**src/dsdwd_pkg.sv**
```systemverilog
package dsdwd_pkg;

	////////////////////////////////////////////////////////////////////////
	// Serial word
	localparam int WORD_BITS        = 16;
	localparam int CODE_BITS        = 12;
	localparam int UPDATE_MAX_KHZ   = 1250;
	localparam logic [3:0] BIT_CNT_LAST = 4'hf;
	localparam logic [3:0] BIT_CNT_ZERO = 4'h0;

	////////////////////////////////////////////////////////////////////////
	// Buffering
	localparam int FIFO_DEPTH       = 16;
	localparam int LEVEL_BITS       = 5;

	////////////////////////////////////////////////////////////////////////
	// Register port
	localparam int ADDR_BITS        = 4;
	localparam int DATA_BITS        = 32;
	localparam logic [3:0] REG_CTRL   = 4'h0;
	localparam logic [3:0] REG_STATUS = 4'h1;
	localparam logic [3:0] REG_DAC_A  = 4'h2;
	localparam logic [3:0] REG_DAC_B  = 4'h3;
	localparam logic [3:0] REG_BUFFER = 4'h4;
	localparam int CTRL_HOLD_POS    = 0;
	localparam int STAT_OVF_POS     = 0;
	localparam int STAT_FAST_POS    = 1;
	localparam int STAT_PD_POS      = 2;
	localparam int STAT_LEVEL_LSB   = 8;

	////////////////////////////////////////////////////////////////////////
	// Values after reset
	localparam logic [11:0] CODE_RESET  = 12'h000;
	localparam logic        SPEED_RESET = 1'b0;
	localparam logic        PD_RESET    = 1'b0;
	localparam logic        HOLD_RESET  = 1'b0;
	localparam logic        PIN_IDLE_RESET = 1'b1;

	typedef enum logic [1:0] {
		SEL_DAC_B_BUF  = 2'b00,
		SEL_BUF_ONLY   = 2'b01,
		SEL_DAC_A_XFER = 2'b10,
		SEL_RESERVED   = 2'b11
	} dsdwd_sel_t;

	typedef struct packed {
		logic        select_high_bit;
		logic        speed_select_bit;
		logic        power_down_bit;
		logic        select_low_bit;
		logic [11:0] value;
	} dsdwd_word_t;

endpackage : dsdwd_pkg

```
**src/dsdwd_top.sv**
```systemverilog
`timescale 1ns/10ps
module dsdwd_top
	import dsdwd_pkg::*;
(
	input  wire logic                  clk_in,
	input  wire logic                  reset_n_in,
	input  wire logic                  spi_sclk_in,
	input  wire logic                  spi_cs_n_in,
	input  wire logic                  spi_din_in,
	input  wire logic [ADDR_BITS-1:0]  reg_addr_in,
	input  wire logic [DATA_BITS-1:0]  reg_wdata_in,
	input  wire logic                  reg_wr_in,
	input  wire logic                  reg_rd_in,
	output logic [DATA_BITS-1:0]       reg_rdata_out,
	output logic                       word_ready_out,
	output logic [CODE_BITS-1:0]       dac_a_code_out,
	output logic [CODE_BITS-1:0]       dac_b_code_out,
	output logic                       speed_fast_out,
	output logic                       power_down_out
);

	////////////////////////////////////////////////////////////////////////
	// State

	typedef struct packed {
		logic                 cs_m;
		logic                 cs_s;
		logic                 cs_d;
		logic                 sck_m;
		logic                 sck_s;
		logic                 sck_d;
		logic                 din_m;
		logic                 din_s;
		logic [WORD_BITS-1:0] shift;
		logic [3:0]           cnt;
		logic [CODE_BITS-1:0] dac_a;
		logic [CODE_BITS-1:0] dac_b;
		logic [CODE_BITS-1:0] buffer;
		logic                 speed;
		logic                 pd;
		logic                 hold;
		logic                 ovf;
		logic [DATA_BITS-1:0] rd_data;
	} dsdwd_state_t;

	dsdwd_state_t          st_ff;
	dsdwd_state_t          nxt_st;

	logic                  cs_high;
	logic                  cs_rise;
	logic                  cs_fall;
	logic                  sck_rise;
	logic                  sck_fall;
	logic                  bit_take;
	logic                  push_valid;
	dsdwd_word_t           push_word;
	logic                  fifo_in_ready;
	logic                  fifo_out_valid;
	logic                  fifo_out_ready;
	dsdwd_word_t           fifo_out_word;
	logic [LEVEL_BITS-1:0] fifo_level;
	logic                  apply;
	dsdwd_word_t           aw;
	dsdwd_sel_t            sel;

	////////////////////////////////////////////////////////////////////////
	// Edge detection on the synchronised pins

	assign cs_high  = st_ff.cs_s;
	assign cs_rise  = st_ff.cs_s && !st_ff.cs_d;
	assign cs_fall  = !st_ff.cs_s && st_ff.cs_d;
	assign sck_rise = st_ff.sck_s && !st_ff.sck_d;
	assign sck_fall = !st_ff.sck_s && st_ff.sck_d;
	assign bit_take = sck_fall && !cs_high && !cs_fall;

	////////////////////////////////////////////////////////////////////////
	// Word buffer between the serial side and the latches

	dsdwd_fifo #(
		.WIDTH ($bits(dsdwd_word_t)),
		.DEPTH (FIFO_DEPTH)
	) u_fifo (
		.clk_in        (clk_in),
		.reset_n_in    (reset_n_in),
		.in_valid_in   (push_valid),
		.in_ready_out  (fifo_in_ready),
		.in_data_in    (push_word),
		.out_valid_out (fifo_out_valid),
		.out_ready_in  (fifo_out_ready),
		.out_data_out  (fifo_out_word),
		.level_out     (fifo_level)
	);

	// Words wait for the next rising serial clock, or for an idle select
	// when the host stops the clock after the frame.
	assign fifo_out_ready = !st_ff.hold && (sck_rise || cs_high);
	assign apply          = fifo_out_valid && fifo_out_ready;
	assign aw             = fifo_out_word;
	assign sel            = dsdwd_sel_t'({aw.select_high_bit,
	                                      aw.select_low_bit});
	assign word_ready_out = fifo_in_ready;

	////////////////////////////////////////////////////////////////////////
	// Next state

	always_comb begin
		nxt_st     = st_ff;
		push_valid = 1'b0;
		push_word  = st_ff.shift;

		nxt_st.cs_m  = spi_cs_n_in;
		nxt_st.cs_s  = st_ff.cs_m;
		nxt_st.cs_d  = st_ff.cs_s;
		nxt_st.sck_m = spi_sclk_in;
		nxt_st.sck_s = st_ff.sck_m;
		nxt_st.sck_d = st_ff.sck_s;
		nxt_st.din_m = spi_din_in;
		nxt_st.din_s = st_ff.din_m;

		// Serial shifter
		if (cs_rise) begin
			nxt_st.cnt = BIT_CNT_ZERO;
			if (st_ff.cnt != BIT_CNT_ZERO) begin
				push_valid = 1'b1;
			end
		end else if (cs_high) begin
			nxt_st.cnt = BIT_CNT_ZERO;
		end else if (cs_fall) begin
			nxt_st.cnt   = BIT_CNT_ZERO;
			nxt_st.shift = '0;
		end else if (bit_take) begin
			nxt_st.shift = {st_ff.shift[WORD_BITS-2:0], st_ff.din_s};
			nxt_st.cnt   = st_ff.cnt + 4'h1;
			if (st_ff.cnt == BIT_CNT_LAST) begin
				push_valid = 1'b1;
				push_word  = {st_ff.shift[WORD_BITS-2:0], st_ff.din_s};
			end
		end

		// Decode and update of the latches
		if (apply) begin
			if (aw.power_down_bit) begin
				nxt_st.pd = 1'b1;
			end else begin
				unique case (sel)
					SEL_DAC_B_BUF: begin
						nxt_st.pd     = 1'b0;
						nxt_st.speed  = aw.speed_select_bit;
						nxt_st.dac_b  = aw.value;
						nxt_st.buffer = aw.value;
					end
					SEL_BUF_ONLY: begin
						nxt_st.pd     = 1'b0;
						nxt_st.speed  = aw.speed_select_bit;
						nxt_st.buffer = aw.value;
					end
					SEL_DAC_A_XFER: begin
						nxt_st.pd    = 1'b0;
						nxt_st.speed = aw.speed_select_bit;
						nxt_st.dac_a = aw.value;
						nxt_st.dac_b = st_ff.buffer;
					end
					SEL_RESERVED: begin
						nxt_st.pd = st_ff.pd;
					end
				endcase
			end
		end

		// Register writes; a lost word beats a clear in the same cycle
		if (reg_wr_in && reg_addr_in == REG_CTRL) begin
			nxt_st.hold = reg_wdata_in[CTRL_HOLD_POS];
		end
		if (reg_wr_in && reg_addr_in == REG_STATUS &&
		    reg_wdata_in[STAT_OVF_POS]) begin
			nxt_st.ovf = 1'b0;
		end
		if (push_valid && !fifo_in_ready) begin
			nxt_st.ovf = 1'b1;
		end

		// Register reads, data valid in the next cycle only
		nxt_st.rd_data = '0;
		if (reg_rd_in) begin
			unique case (reg_addr_in)
				REG_CTRL: begin
					nxt_st.rd_data[CTRL_HOLD_POS] = st_ff.hold;
				end
				REG_STATUS: begin
					nxt_st.rd_data[STAT_OVF_POS]  = st_ff.ovf;
					nxt_st.rd_data[STAT_FAST_POS] = st_ff.speed;
					nxt_st.rd_data[STAT_PD_POS]   = st_ff.pd;
					nxt_st.rd_data[STAT_LEVEL_LSB +: LEVEL_BITS] = fifo_level;
				end
				REG_DAC_A: begin
					nxt_st.rd_data[CODE_BITS-1:0] = st_ff.dac_a;
				end
				REG_DAC_B: begin
					nxt_st.rd_data[CODE_BITS-1:0] = st_ff.dac_b;
				end
				REG_BUFFER: begin
					nxt_st.rd_data[CODE_BITS-1:0] = st_ff.buffer;
				end
				default: begin
					nxt_st.rd_data = '0;
				end
			endcase
		end
	end

	always_ff @(posedge clk_in or negedge reset_n_in) begin
		if (!reset_n_in) begin
			st_ff        <= '0;
			st_ff.cs_m   <= PIN_IDLE_RESET; // Idle pin levels, no false edge
			st_ff.cs_s   <= PIN_IDLE_RESET;
			st_ff.cs_d   <= PIN_IDLE_RESET;
			st_ff.sck_m  <= PIN_IDLE_RESET;
			st_ff.sck_s  <= PIN_IDLE_RESET;
			st_ff.sck_d  <= PIN_IDLE_RESET;
			st_ff.dac_a  <= CODE_RESET;
			st_ff.dac_b  <= CODE_RESET;
			st_ff.buffer <= CODE_RESET;
			st_ff.speed  <= SPEED_RESET;
			st_ff.pd     <= PD_RESET;
			st_ff.hold   <= HOLD_RESET;
		end else begin
			st_ff <= nxt_st;
		end
	end

	////////////////////////////////////////////////////////////////////////
	// Outputs toward the converter section

	assign dac_a_code_out = st_ff.dac_a;
	assign dac_b_code_out = st_ff.dac_b;
	assign speed_fast_out = st_ff.speed;
	assign power_down_out = st_ff.pd;
	assign reg_rdata_out  = st_ff.rd_data;
endmodule : dsdwd_top

```
**src/dsdwd_fifo.sv**
```systemverilog
`timescale 1ns/10ps
module dsdwd_fifo #(
	parameter int WIDTH = 16,
	parameter int DEPTH = 16
) (
	input  wire logic                       clk_in,
	input  wire logic                       reset_n_in,
	input  wire logic                       in_valid_in,
	output logic                            in_ready_out,
	input  wire logic [WIDTH-1:0]           in_data_in,
	output logic                            out_valid_out,
	input  wire logic                       out_ready_in,
	output logic [WIDTH-1:0]                out_data_out,
	output logic [$clog2(DEPTH+1)-1:0]      level_out
);
	localparam int PW = $clog2(DEPTH);
	localparam int CW = $clog2(DEPTH+1);
	localparam logic [PW-1:0] PTR_LAST = PW'(DEPTH-1);
	localparam logic [CW-1:0] CNT_FULL = CW'(DEPTH);

	typedef struct packed {
		logic [DEPTH-1:0][WIDTH-1:0] mem;
		logic [PW-1:0]               wr;
		logic [PW-1:0]               rd;
		logic [CW-1:0]               cnt;
	} dsdwd_fifo_st_t;

	dsdwd_fifo_st_t st_ff;
	dsdwd_fifo_st_t nxt_st;
	logic           push;
	logic           pop;

	assign in_ready_out  = (st_ff.cnt != CNT_FULL);
	assign out_valid_out = (st_ff.cnt != '0);
	assign out_data_out  = st_ff.mem[st_ff.rd];
	assign level_out     = st_ff.cnt;
	assign push          = in_valid_in && in_ready_out;
	assign pop           = out_valid_out && out_ready_in;

	always_comb begin
		nxt_st = st_ff;
		if (push) begin
			nxt_st.mem[st_ff.wr] = in_data_in;
			nxt_st.wr = (st_ff.wr == PTR_LAST) ? '0 : st_ff.wr + 1'b1;
		end
		if (pop) begin
			nxt_st.rd = (st_ff.rd == PTR_LAST) ? '0 : st_ff.rd + 1'b1;
		end
		if (push && !pop) begin
			nxt_st.cnt = st_ff.cnt + 1'b1;
		end else if (pop && !push) begin
			nxt_st.cnt = st_ff.cnt - 1'b1;
		end
	end

	always_ff @(posedge clk_in or negedge reset_n_in) begin
		if (!reset_n_in) begin
			st_ff <= '0;
		end else begin
			st_ff <= nxt_st;
		end
	end

endmodule : dsdwd_fifo

```
**config.mk**
```make
export PLATFORM = sky130hd
export DESIGN_NAME = dsdwd_top
export DESIGN_NICKNAME = d
export VERILOG_FILES = /design/src/dsdwd_pkg.sv /design/src/dsdwd_top.sv /design/src/dsdwd_fifo.sv
export SDC_FILE = /design/constraint.sdc
export NUM_CORES = 1
export LEC_CHECK = 0
export BUFFER_PORTS_ARGS = -buffer_cell sky130_fd_sc_hd__buf_4
export CORE_ASPECT_RATIO = 1.25
export CORE_MARGIN = 5
export CORE_UTILIZATION = 30
export CTS_BUF_LIST = sky130_fd_sc_hd__clkbuf_16
export DETAILED_ROUTE_END_ITERATION = 8
export HOLD_SLACK_MARGIN = 0.05
export PLACE_DENSITY = 0.42
export SLEW_MARGIN = 20
export SYNTH_ARGS = -nofsm -noshare
export SYNTH_HDL_FRONTEND = slang
export SYNTH_HIERARCHICAL = 1
export SYNTH_SLANG_ARGS = --single-unit
```
**constraint.sdc**
```tcl
create_clock -name clk_in -period 3.7 [get_ports clk_in]
set_input_delay 0.74 -clock clk_in [delete_from_list [all_inputs] [get_ports clk_in]]
set_output_delay 0.74 -clock clk_in [all_outputs]
set_load 0.1 [all_outputs]
```
==> impl.org, run 1 <==
** Outcome
- Status :: complete, no violations

** Synthesis
- Count of flip-flops with a built-in enable after synthesis :: 0
- Post-synth design cell area :: 17300 µm²
- Proportion of synthesized chip area in sequential cells :: 50.6%
- Counting flops with an async set or reset pin after synthesis yields a share of 100%.
- Top FF cell, synth :: dfrtp_1
- Synthesis inferred 350 register bits.
- In this run the mean area of a mapped cell was 14.7 µm².
- The cell count after synthesis came out at 1175.
- In this run, distinct cell masters in the synthesized netlist total 61.
- The Yosys step of the flow raised 6 warnings.

** Timing
- Final number of max-transition violations :: 0
- The clock arrives with 0.0161 ns of skew.
- Post-route clock period utilization :: 83.7%
- Timing would allow up to 323 MHz.
- Setup repair after global routing missed its margin :: false
- Final hold viol count :: 0
- Headroom to the max-slew limit :: 35.2%
- Setup TNS :: 0 ns
- The worst path in the final design needs a cycle of 3.10 ns, including I/O delays and setup.
- For the pin with the worst max-slew slack, the measured transition is 0.971 ns.
- Setup violations remaining at the end of the flow were counted as 0.

** Detailed routing
- Count of nets left with antenna violations after detail routing :: 0
- Final Routed Wirelength :: 44900 µm
- In the routed design, unresolved DRC markers number 0.
- After detailed routing, the number of vias per cell comes to 4.92.
- Number of vias after detailed routing :: 9608
- Routed wire per std cell :: 23.0 µm
- Iteration-0 DRC Markers :: 377
- Before antenna repair, the detailed router went through 7 iterations.

** Die
- Area of the core region :: 57300 µm²
- Vertical die dimension :: 279 µm
- The die covers 62700 µm².
- Boundary pin count :: 102
- Rows :: 98
- Die X-Extent :: 225 µm
- Starting Density :: 30.2%

** Setup path
- The worst setup path is captured at a flop.
- WP data arrival :: 3.51 ns
- CP startpoint kind :: flop
- Crit Path Category :: flop to flop
- Largest fanout on the critical path :: 23
- Data required time at the worst endpoint :: 4.11 ns

** Clock network
- Number of H-tree branching levels :: 2
- TritonCTS clock tree :: built
- Clock sink total :: 350
- The number of clock buffers added by TritonCTS is 39.
- Clock transition at the registers of the reported paths :: 0.06 ns
- Number of resized instances in the post-cts repair step :: 0
- Clock latency at the later pin of the worst-skew pair :: 0.53 ns
- Number of hold buffers added after cts :: 0
- The clock passes through at most 3 buffers.
- The cell sitting at the root of the clock tree is a clkbuf_16.
- Post-CTS setup buffers :: 0

** GRT
- Initial antenna violation count :: 1
- Global route total overflow :: 0
- Wire length of the first global-routing pass :: 68600 µm
- Entering global routing, the biggest net connects 82 pins.
- Global routing used 14.3% of the available tracks across all layers.
- The via count of the first global-routing pass is 10400.

** Place
- Buffers placed on the I/O ports in this run total 51.
- Cells after DPL :: 1885
- At the end of routability-driven placement, the weighted congestion stood at 0.736.
- Half-perimeter wire length after placement :: 28100 µm

** Power and ir drop
- Across the VDD grid, the largest voltage drop is 0.000433 V.
- Dividing total power by cell area gives a power density of 598 nW/µm².
- Standby leakage power :: 9.41 nW

** Job
- Number of violations of the max-capacitance limit :: 0

** Layout
- From synthesis to final layout, the design area changed by 12.0%.
- The filler cells instantiated in the layout total 5570.
- Post-layout instance count excluding filler cells :: 1954
- N_diodes :: 0
- Of the cells placed in the final design, the portion with a size suffix greater than 1 is 44.3%.
- At the end of the flow, the number of nets in the layout was 1231.

** Worst hold path
- In this run the worst hold path is classified as input pin to asynchronous set/reset pin.
==> layout by cell type, fill, tap and decap left out, drive strengths merged, types with 3 or more instances in the layout <==
cell and instances:
conb 19, nor2b 8, and2 4, mux2 324
o211ai 5, dfstp 6, buf 85, nand3 19
ha 11, and3b 20, mux2i 50, xnor2 6
clkinv 13, a32oi 16, mux4 48, a21o 3
a21oi 17, a22oi 22, a22o 16, nand2b 3
nor3b 4, clkbuf 41, inv 17, and3 3
dfrtp 344, o21ai 36, nor2 9, nor4b 4
nand2 17, bufinv 6
==> logic make-up (layout without fill, tap and decap cells) <==
family	after synthesis	count (layout)	share of synthesized area (%)
other	1	19	0.0217
xor gates and xnor gates	8	8	0.405
adders and majority gates	12	12	0.910
muxes	422	422	32.6
AOI/OAI and AO/OA	129	129	5.18
and+or+nand+nor	101	101	4.72
buffers and inverters	152	163	5.56
DFF	350	350	50.6
==> power breakdown <==
part           total, W  switching [W]  internal (W)
Combinational   0.00309        0.00205       0.00104
Clock           0.00401        0.00160       0.00242
Sequential      0.00450       0.000444       0.00406
==> Yosys cell counts (2+ instances only) <==
library cell / count / share of area, %
mux2_1: 10 / 0.65
mux2_2: 204 / 13
a21o_1: 3 / 0.13
ha_1: 11 / 0.79
a32oi_1: 16 / 0.81
xnor2_1: 6 / 0.30
mux2_4: 110 / 9.5
and2_1: 4 / 0.14
inv_1: 9 / 0.20
or3_1: 2 / 0.072
a32o_1: 2 / 0.12
a22o_1: 16 / 0.81
nand3_1: 3 / 0.087
dfrtp_1: 344 / 50
nand3_4: 12 / 1.2
xor2_1: 2 / 0.10
or4_1: 2 / 0.087
o21ai_1: 11 / 0.32
o211ai_1: 5 / 0.22
clkbuf_1: 41 / 0.89
o21ai_0: 25 / 0.72
nand3b_1: 2 / 0.087
nand2b_1: 3 / 0.11
buf_6: 14 / 0.91
buf_2: 20 / 0.58
and3_1: 3 / 0.11
nor2_1: 9 / 0.20
and3b_1: 20 / 1.0
mux2i_1: 50 / 2.9
nor3b_1: 4 / 0.17
buf_1: 3 / 0.065
nand2_1: 17 / 0.37
a22oi_1: 22 / 0.95
nand3_2: 4 / 0.23
o21a_1: 2 / 0.087
a21oi_1: 17 / 0.49
nor4b_1: 3 / 0.15
nor2b_1: 8 / 0.29
mux4_2: 48 / 6.2
buf_4: 62 / 2.7
dfstp_2: 6 / 0.91
==> per-stage QoR <==
step / total power, W / area, µm² / worst slack [ns] / util [%] / hold WS [ns]
2_1_floorplan: 0.00683 / 17400 / 0.762 / - / 0.331
3_3_place_gp: 0.00771 / 18100 / 0.541 / 31.6 / 0.341
3_5_place_dp: 0.00772 / 18100 / 0.551 / 31.6 / 0.345
4_1_cts: 0.0118 / 19400 / 0.536 / 33.9 / 0.232
5_1_grt: 0.0121 / 19400 / 0.345 / 33.9 / 0.264
6_report: 0.0116 / 19400 / 0.605 / 33.9 / 0.222
==> path summary, 6_finish.rpt <==
kind,to,startpoint,slack [ns],depth (start not counted)
hold / removal,dac_a_code_out[9]$_DFFE_PN0P_,reset_n_in,0.22,1
setup reg to reg,dac_b_code_out[9]$_DFFE_PN0P_,u_fifo/st_ff[5]$_DFFE_PN0P_,0.60,8
max in group asynchronous,u_fifo/st_ff[98]$_DFFE_PN0P_,reset_n_in,2.55,2
min in group clk_in,nxt_st[92]$_DFF_PN0_,spi_din_in,0.31,1
setup / recovery,dac_b_code_out[9]$_DFFE_PN0P_,u_fifo/st_ff[5]$_DFFE_PN0P_,0.60,8
hold reg to reg,nxt_st[94]$_DFF_PN1_,nxt_st[95]$_DFF_PN1_,0.36,0
==> cell type report <==
class | instances | area [µm²] | share of cell area (%)
Clock inverter | 28 | 280 | 1.45
Sequential cell | 350 | 8770 | 45.3
Inverter | 9 | 33.8 | 0.174
Tap cell | 750 | 938 | 4.84
Multi-Input combinational cell | 691 | 7660 | 39.5
Clock buffer | 41 | 1030 | 5.29
Timing Repair Buffer | 85 | 671 | 3.46
==> metal layers <==
metal / up-vias / wire length (µm) / global-route usage, %
met4: 0 / 1140 / 4.03
met5: - / 0 / 0
met2: 168 / 22400 / 24.7
li1: 4268 / - / -
met3: 58 / 1350 / 1.77
met1: 5114 / 20000 / 18.9
==> worst max-delay path, cell delays in order (launching register included) <==
cell	delay (ns)
dfrtp_4	0.71
and2_1	0.44
a22oi_1	0.22
a32oi_1	0.25
o21ai_1	0.13
nor4b_1	0.43
o21a_1	0.18
buf_4	0.22
mux2_2	0.37
==> registers in the layout (all words and copies together), names as in the netlist <==
name	flops
st_ff	37
dac_a_code_out	12
power_down_out	1
cs_high	1
dac_b_code_out	12
speed_fast_out	1
u_fifo/level_out	5
reg_rdata_out	13
u_fifo/st_ff	264
nxt_st	4
Note: power is estimated with default switching activity, not from simulation.
==> run 2, diff against run 1 <==
--- a/config.mk
+++ b/config.mk
@@ -5,6 +5,7 @@
 export SDC_FILE = /design/constraint.sdc
 export NUM_CORES = 1
 export LEC_CHECK = 0
+export ABC_AREA = 1
 export BUFFER_PORTS_ARGS = -buffer_cell sky130_fd_sc_hd__buf_4
 export CORE_ASPECT_RATIO = 1.25
 export CORE_MARGIN = 5
==> constraint.sdc (replaced) <==
create_clock -name clk_in -period 3.1 [get_ports clk_in]
set_input_delay 0.62 -clock clk_in [delete_from_list [all_inputs] [get_ports clk_in]]
set_output_delay 0.62 -clock clk_in [all_outputs]
set_load 0.1 [all_outputs]
==> run 2 against run 1 <==
Net effect:
- critical path depth shrank 4
- critical endpoint is now word_ready_out
- largest power group is now combinational cells
- cell area grew 1.7%
- clock-buffer cell count is the same
- register-to-register slack lost 0.12 ns
- flip-flop and latch count is the same
- final cell count grew 59%
- worst hold slack lost 0.16 ns
- clock skew grew 0.0076 ns
- critical path type is now flop to output port
- setup slack lost 0.13 ns
==> impl.org, run 2 <==
** Outcome
- The run finished with clean final reports.

** Clock network
- Root cell of the clock tree :: clkbuf_16
- Clock-pin slew was measured on the worst setup and hold paths at 0.06 ns.
- Maximum root-to-sink buffer count :: 3
- Clock latency at the later pin of the worst-skew pair :: 0.56 ns
- Gates resized during post-CTS repair numbered 0.
- TritonCTS built the clock tree.
- CTS buffer count :: 40
- In this run the post-CTS setup repair buffer count came out at 0.
- Clock sink total :: 350
- CTS built an H-tree with a depth of 2.
- Number of hold buffers added after cts :: 0

** Layout
- Post-layout instance count excluding filler cells :: 3108
- The register with the most flip-flops in the layout has 264 of them.
- The top cell types in the final layout, fill and taps aside, are nand2_1, dfrtp_1, inv_1, o21ai_0, nand3_1.
- The layout has 6304 filler cells.
- 0 antenna diodes ended up in the layout.
- Leading cell type in the layout, fill and taps excluded :: nand2_1
- The final layout contains 2369 nets.
- Ranked by flip-flop count, first place goes to u_fifo/st_ff.
- Signed area change from the synthesized netlist to the final layout :: 9.59%
- Cells with a size suffix above 1 make up 7.26% of the layout.
- With fillers left out, the area of the finished cells amounts to 19700 µm².

** Power and ir drop
- The worst-case IR drop observed on VDD is 0.000312 V.
- Power spread over the standard cell area amounts to 774 nW/µm².
- The analysis attributes to cell leakage a power of 9.31 nW.

** Die
- Rows :: 100
- DIE AREA :: 65000 µm²
- Once the floorplan was initialized, standard cells occupied 30.3% of the core.
- Vertical die dimension :: 284 µm
- In this run the standard cell core region covers 59400 µm².
- For this design the top-level I/O count stands at 102.
- From left edge to right edge, the die measures 229 µm.

** Detailed routing
- Iteration-0 DRC Markers :: 1107
- The routed design uses 1870 µm of met3 wire.
- Summing over every cut layer, the via total after detailed routing is 14200.
- Final Routed Wirelength :: 50200 µm
- Top routing layer in use :: met4
- The first detailed-routing pass took 5 iterations.
- After detailed routing, the average wire length per cell comes to 16.2 µm.
- DR DRC count :: 0
- Once detail routing completed, the nets flagged for antenna violations numbered 0.
- M1 WL :: 22900 µm
- Met2 layer wire length in the routed design :: 24600 µm
- Via density :: 4.56

** Place
- Standard cell area after detailed placement :: 18500 µm²
- Half-perimeter wire length after placement :: 31500 µm
- Cells after DPL :: 3037
- Placer's final routability congestion estimate :: 0.739
- Port bufs :: 51

** GRT
- Global routing consumed, over all layers together, 15.3% of the routing resources.
- Summed over all layers, the global routing overflow is 0.
- The initial antenna violation count was 0.
- Entering global routing, the biggest net connects 73 pins.
- The first global-routing pass estimated 80000 µm of wire.
- The via count of the first global-routing pass was 13600.

** Job
- The tool flagged a number of max-cap violations equal to 0.

** Synthesis
- Count of different cell masters after synthesis :: 40
- After synthesis, the largest area contributor takes up 47.9% of total cell area.
- Summed over all instances, the cell type with the most area after synthesis is dfrtp_1.
- Post-synthesis async set-or-reset flop share :: 100%
- Proportion of synthesized chip area in sequential cells :: 48.7%
- Post-synthesis register bit count :: 350
- Synthesis produced 2361 cells.
- During synthesis, Yosys emitted a total of 6 warnings.
- Yosys instantiated no cell more often than nand2_1.
- Commonest cells in the synthesized netlist :: nand2_1, dfrtp_1, inv_1
- Counting flops with a built-in enable in the synthesized netlist gives 0.
- Summing every instance area after synthesis gives 18000 µm².
- Average cell area after synthesis :: 7.62 µm²
- Top FF cell, synth :: dfrtp_1
- Biggest area contributors in the synthesized netlist :: dfrtp_1, nand2_1, inv_1

** Timing
- Shortest period the worst path allows :: 2.63 ns
- For the pin with the worst max-slew slack, the measured transition is 0.974 ns.
- Headroom to the max-slew limit :: 34.8%
- The final hold violation count is 0.
- Setup TNS :: 0 ns
- Final worst clock skew :: 0.0238 ns
- The final critical path takes up 84.7% of the cycle.
- Final setup viols :: 0
- Max Freq :: 381 MHz
- The max-slew violation count came to 0.
- Setup repair after global routing left no endpoint under its margin.
- Fin Hold WS :: 0.0579 ns

** Setup path
- For the worst setup path, the data arrival time is 2.01 ns.
- For the worst setup path, the data required time is 2.48 ns.
- Peak per-stage delay on the critical path :: 0.52 ns
- Among the stages of the critical path, the cell type that occurs most often is buf_4.
- In this run the worst path has a maximum fanout of 18.
- The worst register-to-register path has a setup slack of 0.48 ns.
- Crit Path Category :: flop to output port
- CP startpoint kind :: flop
- Crit path capture type :: output port
- Slowest library cell on the worst path :: dfrtp_1
- The signal on the critical path passes through nor2_4, nand4_4, buf_4, buf_4.

** Worst hold path
- The path class of the tightest hold or removal check is input pin to asynchronous set/reset pin.
[run 2: critical path: cells and delay by family (launching register included)]
family,cells,cell delay [ns]
AND/OR/NAND/NOR,2,0.18
flip-flops,1,0.52
buffers and inverters,2,0.71
[run 2: worst paths after layout]
path	start	endpoint	cells past startpoint
worst min register to register	nxt_st[92]$_DFF_PN0_	st_ff[92]$_DFF_PN0_	0
min in group clk_in	spi_sclk_in	nxt_st[95]$_DFF_PN1_	1
worst max-delay path	u_fifo/level_out[0]$_DFFE_PN0P_	word_ready_out	4
worst min-delay path	reset_n_in	u_fifo/st_ff[49]$_DFFE_PN0P_	1
max in group asynchronous	reset_n_in	u_fifo/st_ff[249]$_DFFE_PN0P_	2
worst max register to register	u_fifo/st_ff[5]$_DFFE_PN0P_	dac_b_code_out[7]$_DFFE_PN0P_	14
[run 2: per-stage QoR]
step / utilization (%) / setup WS [ns] / total power (W)
final: 33.2 / 0.474 / 0.0153
after floorplan: - / 0.423 / 0.00938
after detailed placement: 31.1 / 0.448 / 0.0110
after CTS: 33.2 / 0.414 / 0.0156
after global placement: 31.1 / 0.440 / 0.0110
after global routing: 33.2 / 0.157 / 0.0163
[run 2: layout make-up]
class | instances | area, µm² | area share, %
timing repair buffer | 90 | 783 | 3.97
clock inverter | 30 | 178 | 0.901
tap | 765 | 957 | 4.86
sequential | 350 | 8770 | 44.5
inverter | 344 | 1290 | 6.56
multi-input combinational | 1488 | 6700 | 34.0
clock buffer | 41 | 1030 | 5.21
[run 2: where the power goes]
part | internal, W | switching, W | total [W]
clock network | 0.00255 | 0.00193 | 0.00448
registers | 0.00483 | 0.000253 | 0.00509
logic | 0.00142 | 0.00428 | 0.00570
[run 2: cells by family (layout without fill, tap and decap cells)]
group | Yosys count | after routing | share of synthesized area [%]
AOI/OAI and AO/OA | 354 | 354 | 10.3
xor gates and xnor gates | 4 | 4 | 0.195
adders and majority gates | 12 | 12 | 0.877
buffers and inverters | 541 | 505 | 14.4
DFF | 350 | 350 | 48.7
other | 1 | 19 | 0.0209
and+or+nand+nor | 1099 | 1099 | 25.5
[run 2: metal layers]
metal | vias up | track usage [%]
met1 | 6731 | 20.2
met3 | 56 | 2.24
met4 | 0 | 3.41
met2 | 248 | 26.7
met5 | - | 0
li1 | 7140 | -
==> run 3, diff against run 2 <==
--- a/config.mk
+++ b/config.mk
@@ -5,7 +5,7 @@
 export SDC_FILE = /design/constraint.sdc
 export NUM_CORES = 1
 export LEC_CHECK = 0
-export ABC_AREA = 1
+export ABC_AREA = 0
 export BUFFER_PORTS_ARGS = -buffer_cell sky130_fd_sc_hd__buf_4
 export CORE_ASPECT_RATIO = 1.25
 export CORE_MARGIN = 5
==> constraint.sdc (replaced) <==
create_clock -name clk_in -period 2.52 [get_ports clk_in]
set_input_delay 0.504 -clock clk_in [delete_from_list [all_inputs] [get_ports clk_in]]
set_output_delay 0.504 -clock clk_in [all_outputs]
set_load 0.1 [all_outputs]
==> run 3 against run 2 <==
Net effect:
- the run now ends with setup timing left
- global-route usage is 0.68 points lower
- critical path depth is 4 higher
- clock-buffer cell count is 1 lower
- combinational power is 3% higher
- largest power group is now sequential cells
==> impl.org, run 3 (same netlist as run 1, synthesis figures left out) <==
** Worst hold path
- The path with the worst hold slack has its endpoint at nxt_st[95]$_DFF_PN1_.
- The startpoint identified for the worst hold timing path is spi_sclk_in.
- Cell depth of the worst hold path :: 1
- The tightest min-delay check is of the input pin to flop type.

** Setup path
- In this run the critical register-to-register path is launched from u_fifo/st_ff[5]$_DFFE_PN0P_.
- The critical path is of the flop to flop type.
- Data on the critical path is required at its endpoint by 2.95 ns.
- In this run the worst path has a maximum fanout of 12.
- Critical path depth in cells :: 8
- The largest single stage delay on the critical path is 0.51 ns.
- Slowest library cell on the worst path :: mux4_2
- CP startpoint kind :: flop
- For flop-to-flop paths, the worst setup slack is -0.15 ns.
- The number of buffers and inverters on the critical path is 2.
- In this run the critical register-to-register path is captured at dac_b_code_out[7]$_DFFE_PN0P_.
- Traced cell by cell, the critical path runs through buf_4, mux4_2, a32oi_2, o21ai_2, nor4b_2, o21a_1, buf_12, mux2_2.
- WP data arrival :: 3.10 ns
- For the worst flop-to-flop path, the logic depth is 8.
- Kind of cell adding the most delay to the critical path :: multiplexers
- Crit path capture type :: flop

** Layout
- The repair_antennas step left the layout with diodes totalling 0.
- Share of the core filled with cells :: 36.7%
- The library cell used most frequently in the layout, excluding fill and tap cells, is dfrtp_1.
- Flip-flop count of the largest register after layout :: 264
- Summing all non-filler instances in the final layout gives an area of 21000 µm².
- At the end of the flow, the number of nets in the layout was 1341.
- Post-layout instance count excluding filler cells :: 2061
- Commonest cells after routing, fill and taps aside :: dfrtp_1, mux2_2, buf_4, mux2_4, buf_12
- Top reg by flops :: u_fifo/st_ff
- From synthesis to final layout, the design area changed by 21.2%.
- Fraction of layout cells with a size suffix above 1 :: 50.5%

** Clock network
- Clock sink total :: 350
- Root cell of the clock tree :: clkbuf_16
- Maximum root-to-sink buffer count :: 3
- TritonCTS built the clock tree.
- For the worst-skew pair, the clock arrives at the later sink with an insertion delay of 0.54 ns.
- Clock transition at the registers of the reported paths :: 0.06 ns
- Number of H-tree branching levels :: 2
- Buffers inserted during clock tree synthesis total 39.

** Detailed routing
- In the final routed layout, each cell accounts on average for 22.5 µm.
- In the routed design, unresolved DRC markers number 0.
- Final Routed Wirelength :: 46300 µm
- Summing over every cut layer, the via total after detailed routing is 9968.
- Count of nets left with antenna violations after detail routing :: 0
- The first detailed-routing pass ran for 6 iterations.
- Iteration-0 DRC Markers :: 522
- Via density :: 4.84

** Timing
- Post-route clock period utilization :: 106%
- The tightest hold path in the finished design has a slack of 0.0815 ns.
- Final number of max-transition violations :: 0
- Worst Setup Slack, final :: -0.154 ns
- Setup violations remaining at the end of the flow were counted as 36.
- Setup total negative slack on the finished layout was measured at -3.62 ns.
- For this run, the top clock speed supported by timing is 374 MHz.
- Final worst clock skew :: 0.0236 ns
- Slew at the pin with the worst max-slew slack :: 0.712 ns
- Headroom to the max-slew limit :: 52.0%
- The routed design could run at a clock period as short as 2.67 ns.
- Final hold viol count :: 0
- Setup repair after global routing could not meet its margin everywhere.

** Power and ir drop
- Power spread over the standard cell area amounts to 832 nW/µm².
- Standby leakage power :: 10.3 nW
- IR analysis of the VDD net gives a maximum drop of 0.000582 V.

** Place
- Detailed placement ended at an HPWL of 31500 µm.
- Cells after DPL :: 1977
- At the end of routability-driven placement, the weighted congestion stood at 0.743.
- Standard cell area after detailed placement :: 19500 µm²
- Port bufs :: 51

** GRT
- The first global-routing pass estimated 70400 µm of wire.
- Vias in the first global route :: 10900
- The initial antenna violation count came to 0.
- Maximum number of pins on one net before global-route repair :: 72
- Global routing finished with a remaining overflow of 0.
- Across every metal layer, demand over resource in global routing totals 14.6%.

** Outcome
- Violations in the final reports :: setup timing
- Status :: finished, violations left

** Die
- Area of the core region :: 57300 µm²
- Once the floorplan was initialized, standard cells occupied 30.2% of the core.
- Rows :: 98
- Vertical die dimension :: 279 µm
- For this design the top-level I/O count stands at 102.
- DIE AREA :: 62700 µm²
- Die X-Extent :: 225 µm

** Job
- The tool flagged a number of max-cap violations equal to 0.
[run 3: worst register-to-register path: stages (launching register included)]
cell	delay (ns)
dfrtp_4	0.47
buf_4	0.15
mux4_2	0.51
a32oi_2	0.25
o21ai_2	0.13
nor4b_2	0.34
o21a_1	0.22
buf_12	0.16
mux2_2	0.35
[run 3: cell type report]
| cell class | instances | area (µm²) |
|---|---|---|
| clock buffers | 40 | 1000 |
| clock inverters | 26 | 155 |
| fillers | 5454 | 36300 |
| inverters | 9 | 36.3 |
| multi-input cells | 691 | 7790 |
| flip-flops and latches | 350 | 8770 |
| well taps | 750 | 938 |
| repair buffers | 195 | 2290 |
[run 3: timing repair]
action                     4_1_cts  5_1_grt
hold endpoints to repair        25        0
setup endpoints to repair      160      266
gates cloned                     1        2
gates resized for setup         23       13
pin swaps                       11        3
setup buffers                    9        5
hold buffers                     1        0
[run 3: worst max path at each step]
stage	from	end	slack, ns
after floorplan	st_ff[94]$_DFF_PN1_	u_fifo/level_out[4]$_DFFE_PN0P_	-0.26
final	u_fifo/st_ff[5]$_DFFE_PN0P_	dac_b_code_out[7]$_DFFE_PN0P_	-0.15
after global placement	u_fifo/st_ff[5]$_DFFE_PN0P_	dac_a_code_out[7]$_DFFE_PN0P_	-0.25
after detailed placement	u_fifo/st_ff[5]$_DFFE_PN0P_	dac_b_code_out[5]$_DFFE_PN0P_	-0.24
after global routing	u_fifo/st_ff[5]$_DFFE_PN0P_	dac_b_code_out[0]$_DFFE_PN0P_	-0.25
after CTS	u_fifo/st_ff[5]$_DFFE_PN0P_	dac_b_code_out[5]$_DFFE_PN0P_	-0.18
[run 3: per-stage QoR]
stage | setup slack, ns | total power [W]
floorplan | -0.263 | 0.0101
global placement | -0.252 | 0.0120
detailed placement | -0.242 | 0.0120
CTS | -0.184 | 0.0176
global route | -0.245 | 0.0183
finish | -0.154 | 0.0175
[run 3: per-layer routing]
layer / global-route usage, % / share of wire [%]
met4: 3.78 / 2.1
met5: 0 / 0
met3: 2.08 / 3.1
met1: 18.3 / 42
met2: 26.4 / 52
[run 3: report_power, final]
| part | leakage [nW] | switching (W) | internal, W |
|---|---|---|---|
| clock network | 0.617 | 0.00230 | 0.00297 |
| registers | 4.83 | 0.000348 | 0.00597 |
| logic | 4.82 | 0.00360 | 0.00228 |
| total | 10.3 | 0.00625 | 0.0112 |
